**src/include/mitd_defines.svh**
```systemverilog
/*
 * Constants of the instruction length and timing decoder: widths, opcodes,
 * lengths, cycle counts and address-space limits.
 * Assumes it is included by bare name from the decoder.
 */
`ifndef MITD_DEFINES_SVH
`define MITD_DEFINES_SVH

`define MITD_LEN_W        3
`define MITD_CYC_W        3
`define MITD_N1           3'h1
`define MITD_N2           3'h2
`define MITD_N3           3'h3
`define MITD_N4           3'h4
`define MITD_N5           3'h5
`define MITD_TAKEN_EXTRA  3'h1
`define MITD_BANK_LSB     3
`define MITD_BANK_MSB     4
`define MITD_SFR_BIT      7
`define MITD_PAGE_LSB     11
`define MITD_ONE          8'h01

`define MITD_OP_NOP       8'h00
`define MITD_OP_SPARE     8'hA5
`define MITD_OP_RR        8'h03
`define MITD_OP_RRC       8'h13
`define MITD_OP_RL        8'h23
`define MITD_OP_RLC       8'h33
`define MITD_OP_SWAP      8'hC4
`define MITD_OP_CLRA      8'hE4
`define MITD_OP_CPLA      8'hF4
`define MITD_OP_XOR_DA    8'h62
`define MITD_OP_XOR_DI    8'h63
`define MITD_OP_XOR_AI    8'h64
`define MITD_OP_XOR_AD    8'h65
`define MITD_OP_MOV_AI    8'h74
`define MITD_OP_MOV_DI    8'h75
`define MITD_OP_MOV_DD    8'h85
`define MITD_OP_MOV_DATA_POINTER  8'h90
`define MITD_OP_MOV_AD    8'hE5
`define MITD_OP_MOV_DA    8'hF5
`define MITD_OP_CODE_PC   8'h83
`define MITD_OP_CODE_DP   8'h93
`define MITD_OP_EXT_RD_DP 8'hE0
`define MITD_OP_EXT_WR_DP 8'hF0
`define MITD_OP_PUSH      8'hC0
`define MITD_OP_POP       8'hD0
`define MITD_OP_XCH_D     8'hC5
`define MITD_OP_CLRC      8'hC3
`define MITD_OP_SETC      8'hD3
`define MITD_OP_CPLC      8'hB3
`define MITD_OP_CLRB      8'hC2
`define MITD_OP_SETB      8'hD2
`define MITD_OP_CPLB      8'hB2
`define MITD_OP_ANL_CB    8'h82
`define MITD_OP_ANL_CNB   8'hB0
`define MITD_OP_ORL_CB    8'h72
`define MITD_OP_ORL_CNB   8'hA0
`define MITD_OP_MOV_CB    8'hA2
`define MITD_OP_MOV_BC    8'h92
`define MITD_OP_JC        8'h40
`define MITD_OP_JNC       8'h50
`define MITD_OP_JB        8'h20
`define MITD_OP_JNB       8'h30
`define MITD_OP_JBC       8'h10
`define MITD_OP_JZ        8'h60
`define MITD_OP_JNZ       8'h70
`define MITD_OP_FAR_CALL  8'h12
`define MITD_OP_FAR_JMP   8'h02
`define MITD_OP_RET       8'h22
`define MITD_OP_INTERRUPT_RETURN      8'h32
`define MITD_OP_SHORT_REL_JUMP      8'h80
`define MITD_OP_JMP_ADP   8'h73
`define MITD_OP_CMP_AD    8'hB5
`define MITD_OP_CMP_AI    8'hB4
`define MITD_OP_DEC_D     8'hD5
`define MITD_PAGE_JMP     5'h01
`define MITD_PAGE_CALL    5'h11

`endif

```
**src/include/mitd_pkg.sv**
```systemverilog
/*
 * Types of the instruction length and timing decoder.
 * Assumes mitd_defines.svh is on the include path.
 */
package mitd_pkg;

    typedef enum logic [2:0] {
        MODE_IMPLIED  = 3'b000,
        MODE_BANK     = 3'b001,
        MODE_INDIRECT = 3'b010,
        MODE_DIRECT   = 3'b011,
        MODE_BIT      = 3'b100,
        MODE_IMM16    = 3'b101,
        MODE_CODE     = 3'b110,
        MODE_EXT      = 3'b111
    } mitd_mode_e;

    typedef enum logic [3:0] {
        COND_NONE   = 4'b0000,
        COND_ALWAYS = 4'b0001,
        COND_CY     = 4'b0010,
        COND_NCY    = 4'b0011,
        COND_ZERO   = 4'b0100,
        COND_NZERO  = 4'b0101,
        COND_BIT    = 4'b0110,
        COND_NBIT   = 4'b0111,
        COND_NEQ    = 4'b1000,
        COND_DECNZ  = 4'b1001
    } mitd_cond_e;

    typedef enum logic [2:0] {
        TGT_NONE  = 3'b000,
        TGT_REL   = 3'b001,
        TGT_PAGE  = 3'b010,
        TGT_FAR   = 3'b011,
        TGT_ADPTR = 3'b100,
        TGT_APC   = 3'b101,
        TGT_STACK = 3'b110
    } mitd_tgt_e;

endpackage

```
**src/rtl/mitd_decoder.sv**
```systemverilog
/*
 * Instruction length and timing decoder for logical XOR, accumulator,
 * data transfer, boolean and program branching opcodes. One instruction
 * is presented per start_i pulse; results appear, registered, one cycle
 * later, and a new instruction may follow every cycle.
 * Assumes the datapath supplies the operand bytes, the bank bits of the
 * status word and the branch condition values in the same cycle.
 */
// Behaviour
// - XOR immediate or into direct: 2 bytes 2 cycles; immediate-to-direct 3/3.
// - Accumulator clear, complement, rotates, nibble swap: 1 byte, 1 cycle.
// - Accumulator/bank register moves 1 cycle; indirect RAM moves 2 cycles.
// - Direct-to-direct and immediate-to-direct moves 3/3; other direct moves 2/2.
// - Loading the data pointer with 16-bit constant: 3 bytes, 3 cycles.
// - Code byte read at accumulator plus data pointer or PC: 1 byte, 3 cycles.
// - External data moves, either address width: 1 byte, 3 cycles.
// - Stack push and pop of a direct byte: 2 bytes, 2 cycles.
// - Swap with bank register 1 cycle, direct/indirect 2; low-nibble swap 2.
// - Carry-only ops 1/1; direct bit operations 2 bytes 2 cycles.
// - Carry and accumulator-zero jumps: 2 bytes, 2 not taken, 3 taken.
// - Direct bit jumps 3 bytes, 3/4 cycles; test-and-clear clears bit when taken.
// - Short and page jumps 3 cycles; jump via A+pointer 1/3; returns 1/5.
// - Compare-branch 3 bytes 3/4; indirect form 4/5.
// - Decrement-branch: register 2 bytes 2/3, direct 3 bytes 3/4; taken if nonzero.
// - Relative offset is signed 8-bit, added to the next instruction address.
// - Direct-mode operand below 0x80 is data RAM, otherwise special registers.
// - Page targets keep upper bits of the next instruction address, 2K page.
// - Far call and jump take full 16-bit target; 3 bytes, 4 cycles.
// - No-operation and spare opcode 0xA5: 1 byte, 1 cycle.
// - Bank register in selected bank; indirect pointer is R0 or R1 only.
// - Conditional branches finish one cycle sooner when not taken.
// - Bank chosen by status word bits 3 and 4, four banks 0x00-0x1F.
// - Direct-mode operand above 0x7F reaches special registers, indirect reaches upper RAM.
`timescale 1ns/1ps
`include "mitd_defines.svh"

module mitd_decoder #(
    parameter int ADDR_W = 16
) (
    input  wire logic                   clk_sys_i,
    input  wire logic                   rst_i,
    input  wire logic                   start_i,
    input  wire logic [7:0]             opcode_i,
    input  wire logic [7:0]             byte1_i,
    input  wire logic [7:0]             byte2_i,
    input  wire logic [ADDR_W-1:0]      pc_i,
    input  wire logic [ADDR_W-1:0]      data_pointer_i,
    input  wire logic [7:0]             status_word_i,
    input  wire logic [7:0]             acc_i,
    input  wire logic                   carry_i,
    input  wire logic                   bit_value_i,
    input  wire logic [7:0]             cmp_left_i,
    input  wire logic [7:0]             cmp_right_i,
    output logic                        valid_o,
    output logic                        known_o,
    output logic [`MITD_LEN_W-1:0]      length_o,
    output logic [`MITD_CYC_W-1:0]      cycles_not_taken_o,
    output logic [`MITD_CYC_W-1:0]      cycles_taken_o,
    output logic [`MITD_CYC_W-1:0]      cycles_o,
    output logic                        conditional_o,
    output logic                        taken_o,
    output logic [2:0]                  mode_o,
    output logic [7:0]                  bank_reg_addr_o,
    output logic [7:0]                  pointer_reg_addr_o,
    output logic [7:0]                  direct_addr_o,
    output logic                        direct_sfr_o,
    output logic                        indirect_upper_ram_o,
    output logic                        target_valid_o,
    output logic [ADDR_W-1:0]           target_o,
    output logic                        low_nibble_swap_o,
    output logic                        clear_tested_bit_o,
    output logic                        no_operation_o
);

    logic [`MITD_LEN_W-1:0] len_nxt;
    logic [`MITD_CYC_W-1:0] cyc_nxt;
    logic                   known_nxt;
    logic                   rel_in_b2_nxt;
    logic                   nibble_nxt;
    logic                   nop_nxt;
    mitd_pkg::mitd_mode_e   mode_nxt;
    mitd_pkg::mitd_cond_e   cond_nxt;
    mitd_pkg::mitd_tgt_e    tgt_nxt;
    logic                   taken_nxt;
    logic [ADDR_W-1:0]      next_pc;
    logic [7:0]             rel_byte;
    logic [ADDR_W-1:0]      target_nxt;

    // Opcode table; low three bits select a bank register in the 0x?8 rows.
    always_comb begin
        len_nxt       = `MITD_N1;
        cyc_nxt       = `MITD_N1;
        known_nxt     = 1'b1;
        rel_in_b2_nxt = 1'b0;
        nibble_nxt    = 1'b0;
        nop_nxt       = 1'b0;
        mode_nxt      = mitd_pkg::MODE_IMPLIED;
        cond_nxt      = mitd_pkg::COND_NONE;
        tgt_nxt       = mitd_pkg::TGT_NONE;
        if (opcode_i[4:0] == `MITD_PAGE_JMP || opcode_i[4:0] == `MITD_PAGE_CALL) begin
            len_nxt = `MITD_N2;
            cyc_nxt = `MITD_N3;
            tgt_nxt = mitd_pkg::TGT_PAGE;
        end else if (opcode_i[3]) begin
            mode_nxt = mitd_pkg::MODE_BANK;
            case (opcode_i[7:4])
                4'h6, 4'hE, 4'hF, 4'hC: begin
                    len_nxt = `MITD_N1;
                    cyc_nxt = `MITD_N1;
                end
                4'h7, 4'h8, 4'hA: begin
                    len_nxt = `MITD_N2;
                    cyc_nxt = `MITD_N2;
                end
                4'hB: begin
                    len_nxt       = `MITD_N3;
                    cyc_nxt       = `MITD_N3;
                    cond_nxt      = mitd_pkg::COND_NEQ;
                    tgt_nxt       = mitd_pkg::TGT_REL;
                    rel_in_b2_nxt = 1'b1;
                end
                4'hD: begin
                    len_nxt  = `MITD_N2;
                    cyc_nxt  = `MITD_N2;
                    cond_nxt = mitd_pkg::COND_DECNZ;
                    tgt_nxt  = mitd_pkg::TGT_REL;
                end
                default: known_nxt = 1'b0;
            endcase
        end else if (opcode_i[3:1] == 3'b011) begin
            mode_nxt = mitd_pkg::MODE_INDIRECT;
            case (opcode_i[7:4])
                4'h6, 4'hE, 4'hF, 4'hC: begin
                    len_nxt = `MITD_N1;
                    cyc_nxt = `MITD_N2;
                end
                4'hD: begin
                    len_nxt    = `MITD_N1;
                    cyc_nxt    = `MITD_N2;
                    nibble_nxt = 1'b1;
                end
                4'h7, 4'h8, 4'hA: begin
                    len_nxt = `MITD_N2;
                    cyc_nxt = `MITD_N2;
                end
                4'hB: begin
                    len_nxt       = `MITD_N3;
                    cyc_nxt       = `MITD_N4;
                    cond_nxt      = mitd_pkg::COND_NEQ;
                    tgt_nxt       = mitd_pkg::TGT_REL;
                    rel_in_b2_nxt = 1'b1;
                end
                default: known_nxt = 1'b0;
            endcase
        end else if (opcode_i[7:5] == 3'b111 && opcode_i[3:1] == 3'b001) begin
            mode_nxt = mitd_pkg::MODE_EXT;
            len_nxt  = `MITD_N1;
            cyc_nxt  = `MITD_N3;
        end else begin
            case (opcode_i)
                `MITD_OP_NOP, `MITD_OP_SPARE: nop_nxt = 1'b1;
                `MITD_OP_RR, `MITD_OP_RRC, `MITD_OP_RL, `MITD_OP_RLC,
                `MITD_OP_SWAP, `MITD_OP_CLRA, `MITD_OP_CPLA: len_nxt = `MITD_N1;
                `MITD_OP_CLRC, `MITD_OP_SETC, `MITD_OP_CPLC: len_nxt = `MITD_N1;
                `MITD_OP_XOR_AI, `MITD_OP_MOV_AI: begin
                    len_nxt = `MITD_N2;
                    cyc_nxt = `MITD_N2;
                end
                `MITD_OP_XOR_DA, `MITD_OP_XOR_AD, `MITD_OP_MOV_AD, `MITD_OP_MOV_DA,
                `MITD_OP_PUSH, `MITD_OP_POP, `MITD_OP_XCH_D: begin
                    mode_nxt = mitd_pkg::MODE_DIRECT;
                    len_nxt  = `MITD_N2;
                    cyc_nxt  = `MITD_N2;
                end
                `MITD_OP_XOR_DI, `MITD_OP_MOV_DI, `MITD_OP_MOV_DD: begin
                    mode_nxt = mitd_pkg::MODE_DIRECT;
                    len_nxt  = `MITD_N3;
                    cyc_nxt  = `MITD_N3;
                end
                `MITD_OP_MOV_DATA_POINTER: begin
                    mode_nxt = mitd_pkg::MODE_IMM16;
                    len_nxt  = `MITD_N3;
                    cyc_nxt  = `MITD_N3;
                end
                `MITD_OP_CODE_DP, `MITD_OP_CODE_PC: begin
                    mode_nxt = mitd_pkg::MODE_CODE;
                    cyc_nxt  = `MITD_N3;
                    tgt_nxt  = opcode_i[4] ? mitd_pkg::TGT_ADPTR : mitd_pkg::TGT_APC;
                end
                `MITD_OP_EXT_RD_DP, `MITD_OP_EXT_WR_DP: begin
                    mode_nxt = mitd_pkg::MODE_EXT;
                    cyc_nxt  = `MITD_N3;
                end
                `MITD_OP_CLRB, `MITD_OP_SETB, `MITD_OP_CPLB, `MITD_OP_ANL_CB,
                `MITD_OP_ANL_CNB, `MITD_OP_ORL_CB, `MITD_OP_ORL_CNB,
                `MITD_OP_MOV_CB, `MITD_OP_MOV_BC: begin
                    mode_nxt = mitd_pkg::MODE_BIT;
                    len_nxt  = `MITD_N2;
                    cyc_nxt  = `MITD_N2;
                end
                `MITD_OP_JC, `MITD_OP_JNC, `MITD_OP_JZ, `MITD_OP_JNZ: begin
                    len_nxt = `MITD_N2;
                    cyc_nxt = `MITD_N2;
                    tgt_nxt = mitd_pkg::TGT_REL;
                    case (opcode_i)
                        `MITD_OP_JC:  cond_nxt = mitd_pkg::COND_CY;
                        `MITD_OP_JNC: cond_nxt = mitd_pkg::COND_NCY;
                        `MITD_OP_JZ:  cond_nxt = mitd_pkg::COND_ZERO;
                        default:      cond_nxt = mitd_pkg::COND_NZERO;
                    endcase
                end
                `MITD_OP_JB, `MITD_OP_JBC, `MITD_OP_JNB: begin
                    mode_nxt      = mitd_pkg::MODE_BIT;
                    len_nxt       = `MITD_N3;
                    cyc_nxt       = `MITD_N3;
                    tgt_nxt       = mitd_pkg::TGT_REL;
                    rel_in_b2_nxt = 1'b1;
                    cond_nxt      = (opcode_i == `MITD_OP_JNB) ? mitd_pkg::COND_NBIT
                                                               : mitd_pkg::COND_BIT;
                end
                `MITD_OP_CMP_AD, `MITD_OP_CMP_AI: begin
                    mode_nxt      = opcode_i[0] ? mitd_pkg::MODE_DIRECT
                                                : mitd_pkg::MODE_IMPLIED;
                    len_nxt       = `MITD_N3;
                    cyc_nxt       = `MITD_N3;
                    cond_nxt      = mitd_pkg::COND_NEQ;
                    tgt_nxt       = mitd_pkg::TGT_REL;
                    rel_in_b2_nxt = 1'b1;
                end
                `MITD_OP_DEC_D: begin
                    mode_nxt      = mitd_pkg::MODE_DIRECT;
                    len_nxt       = `MITD_N3;
                    cyc_nxt       = `MITD_N3;
                    cond_nxt      = mitd_pkg::COND_DECNZ;
                    tgt_nxt       = mitd_pkg::TGT_REL;
                    rel_in_b2_nxt = 1'b1;
                end
                `MITD_OP_SHORT_REL_JUMP: begin
                    len_nxt = `MITD_N2;
                    cyc_nxt = `MITD_N3;
                    tgt_nxt = mitd_pkg::TGT_REL;
                end
                `MITD_OP_JMP_ADP: begin
                    cyc_nxt = `MITD_N3;
                    tgt_nxt = mitd_pkg::TGT_ADPTR;
                end
                `MITD_OP_RET, `MITD_OP_INTERRUPT_RETURN: begin
                    cyc_nxt = `MITD_N5;
                    tgt_nxt = mitd_pkg::TGT_STACK;
                end
                `MITD_OP_FAR_CALL, `MITD_OP_FAR_JMP: begin
                    len_nxt = `MITD_N3;
                    cyc_nxt = `MITD_N4;
                    tgt_nxt = mitd_pkg::TGT_FAR;
                end
                default: known_nxt = 1'b0;
            endcase
        end
    end

    // Condition outcome from the datapath values presented with the opcode
    always_comb begin
        case (cond_nxt)
            mitd_pkg::COND_ALWAYS: taken_nxt = 1'b1;
            mitd_pkg::COND_CY:     taken_nxt = carry_i;
            mitd_pkg::COND_NCY:    taken_nxt = ~carry_i;
            mitd_pkg::COND_ZERO:   taken_nxt = (acc_i == 8'h00);
            mitd_pkg::COND_NZERO:  taken_nxt = (acc_i != 8'h00);
            mitd_pkg::COND_BIT:    taken_nxt = bit_value_i;
            mitd_pkg::COND_NBIT:   taken_nxt = ~bit_value_i;
            mitd_pkg::COND_NEQ:    taken_nxt = (cmp_left_i != cmp_right_i);
            // Decremented value is nonzero unless the operand was one
            mitd_pkg::COND_DECNZ:  taken_nxt = (cmp_left_i != `MITD_ONE);
            default:               taken_nxt = 1'b0;
        endcase
    end

    assign next_pc  = pc_i + ADDR_W'(len_nxt);
    assign rel_byte = rel_in_b2_nxt ? byte2_i : byte1_i;

    always_comb begin
        case (tgt_nxt)
            mitd_pkg::TGT_REL:
                target_nxt = next_pc + ADDR_W'({{8{rel_byte[7]}}, rel_byte});
            mitd_pkg::TGT_PAGE:
                target_nxt = {next_pc[ADDR_W-1:`MITD_PAGE_LSB], opcode_i[7:5], byte1_i};
            mitd_pkg::TGT_FAR:
                target_nxt = ADDR_W'({byte1_i, byte2_i});
            mitd_pkg::TGT_ADPTR:
                target_nxt = data_pointer_i + ADDR_W'(acc_i);
            mitd_pkg::TGT_APC:
                target_nxt = next_pc + ADDR_W'(acc_i);
            default:
                target_nxt = '0;
        endcase
    end

    // Result registers; a new instruction is taken every cycle, no idle gap
    always_ff @(posedge clk_sys_i or posedge rst_i) begin
        if (rst_i) begin
            valid_o <= 1'b0;
        end else begin
            valid_o <= start_i;
        end
    end

    always_ff @(posedge clk_sys_i or posedge rst_i) begin
        if (rst_i) begin
            known_o            <= 1'b0;
            length_o           <= '0;
            cycles_not_taken_o <= '0;
            cycles_taken_o     <= '0;
            cycles_o           <= '0;
            conditional_o      <= 1'b0;
            taken_o            <= 1'b0;
            mode_o             <= mitd_pkg::MODE_IMPLIED;
            no_operation_o     <= 1'b0;
            low_nibble_swap_o  <= 1'b0;
            clear_tested_bit_o <= 1'b0;
        end else if (start_i) begin
            known_o            <= known_nxt;
            length_o           <= len_nxt;
            cycles_not_taken_o <= cyc_nxt;
            conditional_o      <= (cond_nxt != mitd_pkg::COND_NONE);
            mode_o             <= mode_nxt;
            no_operation_o     <= nop_nxt;
            low_nibble_swap_o  <= nibble_nxt;
            clear_tested_bit_o <= (opcode_i == `MITD_OP_JBC) && taken_nxt;
            taken_o            <= taken_nxt;
            cycles_taken_o     <= cyc_nxt + ((cond_nxt != mitd_pkg::COND_NONE)
                                  ? `MITD_TAKEN_EXTRA : 3'h0);
            cycles_o           <= cyc_nxt + (taken_nxt ? `MITD_TAKEN_EXTRA : 3'h0);
        end
    end

    // Operand addresses; indirect accesses never reach the special registers
    always_ff @(posedge clk_sys_i or posedge rst_i) begin
        if (rst_i) begin
            bank_reg_addr_o      <= '0;
            pointer_reg_addr_o   <= '0;
            direct_addr_o        <= '0;
            direct_sfr_o         <= 1'b0;
            indirect_upper_ram_o <= 1'b0;
        end else if (start_i) begin
            bank_reg_addr_o    <= {3'h0, status_word_i[`MITD_BANK_MSB:`MITD_BANK_LSB],
                                   opcode_i[2:0]};
            pointer_reg_addr_o <= {3'h0, status_word_i[`MITD_BANK_MSB:`MITD_BANK_LSB],
                                   2'h0, opcode_i[0]};
            direct_addr_o      <= byte1_i;
            direct_sfr_o       <= (mode_nxt == mitd_pkg::MODE_DIRECT)
                                  && byte1_i[`MITD_SFR_BIT];
            indirect_upper_ram_o <= (mode_nxt == mitd_pkg::MODE_INDIRECT);
        end
    end

    always_ff @(posedge clk_sys_i or posedge rst_i) begin
        if (rst_i) begin
            target_valid_o <= 1'b0;
            target_o       <= '0;
        end else if (start_i) begin
            target_valid_o <= (tgt_nxt != mitd_pkg::TGT_NONE)
                              && (tgt_nxt != mitd_pkg::TGT_STACK);
            target_o       <= target_nxt;
        end
    end

endmodule // mitd_decoder

```
**config.mk**
```make
export PLATFORM = sky130hd
export DESIGN_NAME = mitd_decoder
export DESIGN_NICKNAME = d
export VERILOG_FILES = /design/src/include/mitd_pkg.sv /design/src/rtl/mitd_decoder.sv
export VERILOG_INCLUDE_DIRS = /design/src /design/src/include
export SDC_FILE = /design/constraint.sdc
export NUM_CORES = 1
export LEC_CHECK = 0
export BUFFER_PORTS_ARGS = -buffer_cell sky130_fd_sc_hd__buf_2
export CORE_ASPECT_RATIO = 1.25
export CORE_MARGIN = 1
export CORE_UTILIZATION = 56
export CTS_CLUSTER_SIZE = 24
export DETAILED_ROUTE_END_ITERATION = 6
export PLACE_DENSITY = 0.81
export SLEW_MARGIN = 40
export SYNTH_ARGS = -nofsm -noshare
export SYNTH_HDL_FRONTEND = slang
export SYNTH_SLANG_ARGS = --single-unit
export TNS_END_PERCENT = 1
```
**constraint.sdc**
```tcl
create_clock -name clk_sys_i -period 2 [get_ports clk_sys_i]
set_input_delay 0.1 -clock clk_sys_i [delete_from_list [all_inputs] [get_ports clk_sys_i]]
set_output_delay 0.1 -clock clk_sys_i [all_outputs]
set_load 0.01 [all_outputs]
```
==> results.md, run 1 <==
* Status: stopped before the end
* Stopping stage: global routing
* Err: [ERROR GRT-0232] Routing congestion too high. Check the congestion heatmap in the GUI.
* Post-synthesis mux area share at 7.632%
* Die Y at 113.9 um
* TritonCTS buffer count at 5
* Synth Area in Compound Gates at about a quarter
* # H-tree levels at 2
* Pre-CTS setup slack at -2.700 ns
* Detailed placement HPWL at around 18000 um
* Adder-Cell Fraction of Synth Area at roughly 8%
* FF+latch count, synth at 53
* Post-synthesis cell type count at just under 90
* Gp weighted congestion at around 1
* GR Util All Layers at about three quarters
* Post-synthesis cell count at a little under 700
* Port Buffer Count at about 140
* CTS root buf: clkbuf_16
* Effective utilization at floorplan at between 50% and 60%
* Worst endpoint type: register data pin
* Clock Sinks at 53
* GRT overflow at 74
* GRT worst endpoint: target_o[15]$_DFFE_PP0P_/D
* Largest net degree at the start of global routing at 41
* Number of synthesized flops with an enable pin at 0
* XOR/XNOR Fraction of Synth Area at ~7.3%
* # IOs at about 160
* Largest family of logic cells by synthesized area: compound AO/OA/AOI/OAI gates
* Ys Warns at 0
* Die Span X at slightly above 90 um
* Mapped cell area at between 0.005 and 0.006 mm2
* Max clock buf depth at 2
* Post-synthesis sequential area ratio at 23.66%
* Row count at 40
* Area share of and/or/nand/nor cells after synthesis at a little under a quarter
* Ys flop type: dfrtp_1
* Asr flop ratio synth at 100.0%
* Syn avg cell area at around 8.2 um2
[routing by layer]
layer | global-route usage, % | overflow
met1 | 70.55 | 2
met3 | 54.27 | 1
met2 | 98.90 | 36
met4 | 84.02 | 35
met5 | 4.902 | 0
[synth_stat cells, types with 16 or more instances]
| cell type | count | area [um2] |
|---|---|---|
| a21oi_1 | 46 | 230.2 |
| inv_1 | 24 | 90.09 |
| xor2_1 | 21 | 183.9 |
| ha_1 | 31 | 387.9 |
| o21ai_0 | 31 | 155.2 |
| dfrtp_1 | 53 | 1326 |
| nor3_1 | 17 | 85.08 |
| nor2_1 | 56 | 210.2 |
| mux2_2 | 30 | 337.8 |
| nand2_1 | 74 | 277.8 |
| xnor2_1 | 23 | 201.4 |
| nand3_1 | 16 | 80.08 |
| clkbuf_1 | 21 | 78.83 |
[through the flow]
step / TNS (ns) / cell area (um2) / instances
global placement: -42.99 / 7910 / 1113
detailed placement: -46.14 / 7910 / 1113
CTS: -42.70 / 8745 / 1154
floorplan: -32.05 / 5809 / 691
[kinds of logic after synthesis]
logic type,Yosys count
simple gates,244
compound gates,192
buf+inv,75
flops,53
xor+xnor,45
mux,39
fa+ha+maj,34
other cells,1
[repair_timing]
action	CTS
pin swaps	64
resized for setup	89
setup endpoints to repair	26
endpoints found under the hold margin	27
hold buffers	1
setup buffers	35
==> run 2: changes to the inputs <==
--- a/config.mk
+++ b/config.mk
@@ -7,12 +7,10 @@
 export NUM_CORES = 1
 export LEC_CHECK = 0
 export BUFFER_PORTS_ARGS = -buffer_cell sky130_fd_sc_hd__buf_2
-export CORE_ASPECT_RATIO = 1.25
 export CORE_MARGIN = 1
-export CORE_UTILIZATION = 56
-export CTS_CLUSTER_SIZE = 24
+export CORE_UTILIZATION = 40
 export DETAILED_ROUTE_END_ITERATION = 6
-export PLACE_DENSITY = 0.81
+export PLACE_DENSITY_LB_ADDON = 0.15
 export SLEW_MARGIN = 40
 export SYNTH_ARGS = -nofsm -noshare
 export SYNTH_HDL_FRONTEND = slang
==> run 2 against run 1 <==
The flow now finishes, with violations (setup timing). Synthesized cell count did not move. Area after synthesis did not move.
==> results.md, run 2 <==
* Max_slew headroom at between 60% and 70%
* Biggest regs: target_o: 16 flops, direct_addr_o: 8 flops
* Post-synthesis sequential area ratio at between 20% and 30%
* Worst skew pair latency at between 0.2 and 0.3 ns
* Number of flip-flops in the largest register at 16
* Setup violators final at 26
* Fin worst setup slack at -2.268 ns
* Max cap viols at 0
* Layout Utilization at between 60 and 70%
* Max clock buf depth at 2
* Row count at 42
* Worst-path clk slew at about 0.080 ns
* TritonCTS buffer count at 5
* Ys Warns at 0
* Vias in the first global route at around 7000
* Port Buffer Count at approximately 140
* CTS root buf: clkbuf_16
* Die Y at 120.4 um
* Fmax at roughly 230 MHz
* Slew @ Worst Pin at 0.4831 ns
* Final-report hold violation count at 0
* Critical path launch point type: input port
* Synth-to-layout area growth at 59.90%
* Worst EP arrival at 4.43 ns
* First-pass GRT wire length at approximately 35000 um
* Number of antenna violations at the first check in global routing at 0
* Synth cell count leaders: nand2_1 (74), nor2_1 (56), dfrtp_1 (53)
* Die area at 0.01449 mm2
* Period utilization at 213.4%
* P_leak at 4.276 nW
* GR Util All Layers at approximately 31%
* Clk_skew at 0 ns
* Commonest non-fill, non-tap cells in the layout: buf_4 (246), buf_2 (134), nand2_1 (67)
* Post-route minimum period at between 4 and 5 ns
* Routed wire per std cell at roughly 19 um
* GRT overflow at 0
* Largest net degree at the start of global routing at 41
* Failing checks: setup timing
* # H-tree levels at 2
* DR vias at slightly below 7000
* Final Max Tran Viols at 0
* Number of synthesized flops with an enable pin at 0
* Non-filler cells, final at ~1200
* Vias per cell at around 5.6
* Detailed placement HPWL at between 15000 and 20000 um
* Post-synthesis cell type count at 87
* Routed wire length at roughly 23000 um
* Crit-path max FO at 13
* Number of diodes at 0
* Mapped cell area at roughly 0.0056 mm2
* Placeable core area at ~0.013 mm2
* Gp weighted congestion at between 1 and 1.5
* Die Span X at approximately 120 um
* CTS tree: yes
* Ys flop type: dfrtp_1
* Biggest register: target_o
* Clock Sinks at 53
* Hold crit path type: in2reg
* Synth top area share at a little under a quarter
* Cell taking the most area after synthesis: dfrtp_1
* Status: complete, but fails checks
* RSZ-0062 raised after global routing: true
* Fraction of layout cells with a size suffix above 1 at around half
* Most frequent cell after synthesis: nand2_1
* DRT Pass-1 Iters at 5
* Worst endpoint required time at between 2 and 2.5 ns
* Crit end category: flip-flop
* Pre-CTS setup slack at -2.648 ns
* VDD IR-drop max at between 500 and 600 uV
* Layout net count at 1172
* DRC at 0
* PD cells at about 470 mW/mm2
* Syn avg cell area at a little over 8 um2
* Commonest non-fill, non-tap cell in the layout: buf_4
* Iter 0 DRT Violations at about 370
* FF+latch count, synth at 53
* Post-synthesis cell count at 683
* # IOs at 158
* Effective utilization at floorplan at about two fifths
* Asr flop ratio synth at 100.0%
* Area contributors post-synth: dfrtp_1 (24%), ha_1 (6.9%), mux2_2 (6.0%)
* Placed Cells at 1170
* Final ANT Viol Nets at 0
* WS Path Type: in2reg
-- run 2: final cells by class --
| class | count | area (um2) |
|---|---|---|
| timing repair buffer | 397 | 2729 |
| tap | 176 | 220.2 |
| sequential | 53 | 1326 |
| multi-input combinational | 563 | 4446 |
| fill | 1202 | 4488 |
| clock buffer | 5 | 125.1 |
| clock inverter | 3 | 25.02 |
| inverter | 25 | 93.84 |
-- run 2: worst max-delay path, cell delays in order --
cell and delay (ns):
buf_4 0.17, nand2b_1 0.19, buf_4 0.19, a32oi_1 0.21, nor2_1 0.08, a21oi_2 0.13, nand2_2 0.09, nor4_4 0.33
inv_2 0.08, ha_4 0.28, a21oi_4 0.07, nor2_1 0.13, xor2_1 0.24, buf_4 0.19, nand2_1 0.05, nand2_1 0.07
ha_1 0.24, a21o_1 0.21, o41ai_2 0.36, or2_4 0.19, and2b_2 0.22, xor2_1 0.13, o211ai_1 0.29, a32oi_1 0.15
-- run 2: routing by layer --
layer | up-vias | GRT usage, % | part of all wire, %
li1 | 3234 | - | -
met1 | 3256 | 35.04 | 39
met2 | 252 | 58.30 | 52
met3 | 51 | 3.491 | 4.5
met4 | 0 | 13.12 | 4.4
met5 | - | 0 | 0
-- run 2: final timing paths --
check | from | end | slack (ns) | cells after the start
hold reg to reg | target_valid_o$_DFFE_PP0P_ | target_valid_o$_DFFE_PP0P_ | 0.49 | 1
max in group asynchronous | rst_i | mode_o[1]$_DFFE_PP0P_ | 1.07 | 4
setup / recovery | opcode_i[5] | target_o[12]$_DFFE_PP0P_ | -2.27 | 24
min in group asynchronous | rst_i | length_o[0]$_DFFE_PP0P_ | 0.32 | 3
setup reg to reg | target_o[15]$_DFFE_PP0P_ | target_o[15]$_DFFE_PP0P_ | 0.85 | 4
hold / removal | status_word_i[4] | pointer_reg_addr_o[4]$_DFFE_PP0P_ | 0.04 | 2
-- run 2: timing repair --
action / CTS / global route
hold buffers: 1 / 0
endpoints found under the setup margin: 27 / 32
endpoints found under the hold margin: 14 / 0
gates resized for setup: 53 / 60
setup buffers: 32 / 11
pin swaps: 43 / 40
-- run 2: cell families after synthesis --
logic type | count (synthesis) | share of synthesized area [%]
adders and majority gates | 34 | 7.989
and+or+nand+nor | 244 | 22.99
xor gates and xnor gates | 45 | 7.297
muxes | 39 | 7.632
DFF | 53 | 23.66
AOI/OAI and AO/OA | 192 | 23.52
buffers and inverters | 75 | 6.851
other | 1 | 0.06689
-- run 2: per-stage QoR --
stage               hold slack (ns)  cell area (um2)  setup TNS, ns  power [mW]
CTS                         0.03388             8661         -43.44       4.098
detailed placement          0.08351             8000         -45.74       3.075
global route                0.03968             8965         -49.53       4.440
global placement            0.08381             8000         -44.57       3.040
finish                      0.04109             8965         -45.13       4.209
floorplan                    0.1314             5809         -32.05       2.224
-- run 2: power breakdown --
part           internal (mW)  switching [mW]
clock network          0.472           0.416
registers               1.17          0.0535
logic                   1.05            1.05
Power figures use the tool's default switching activity.
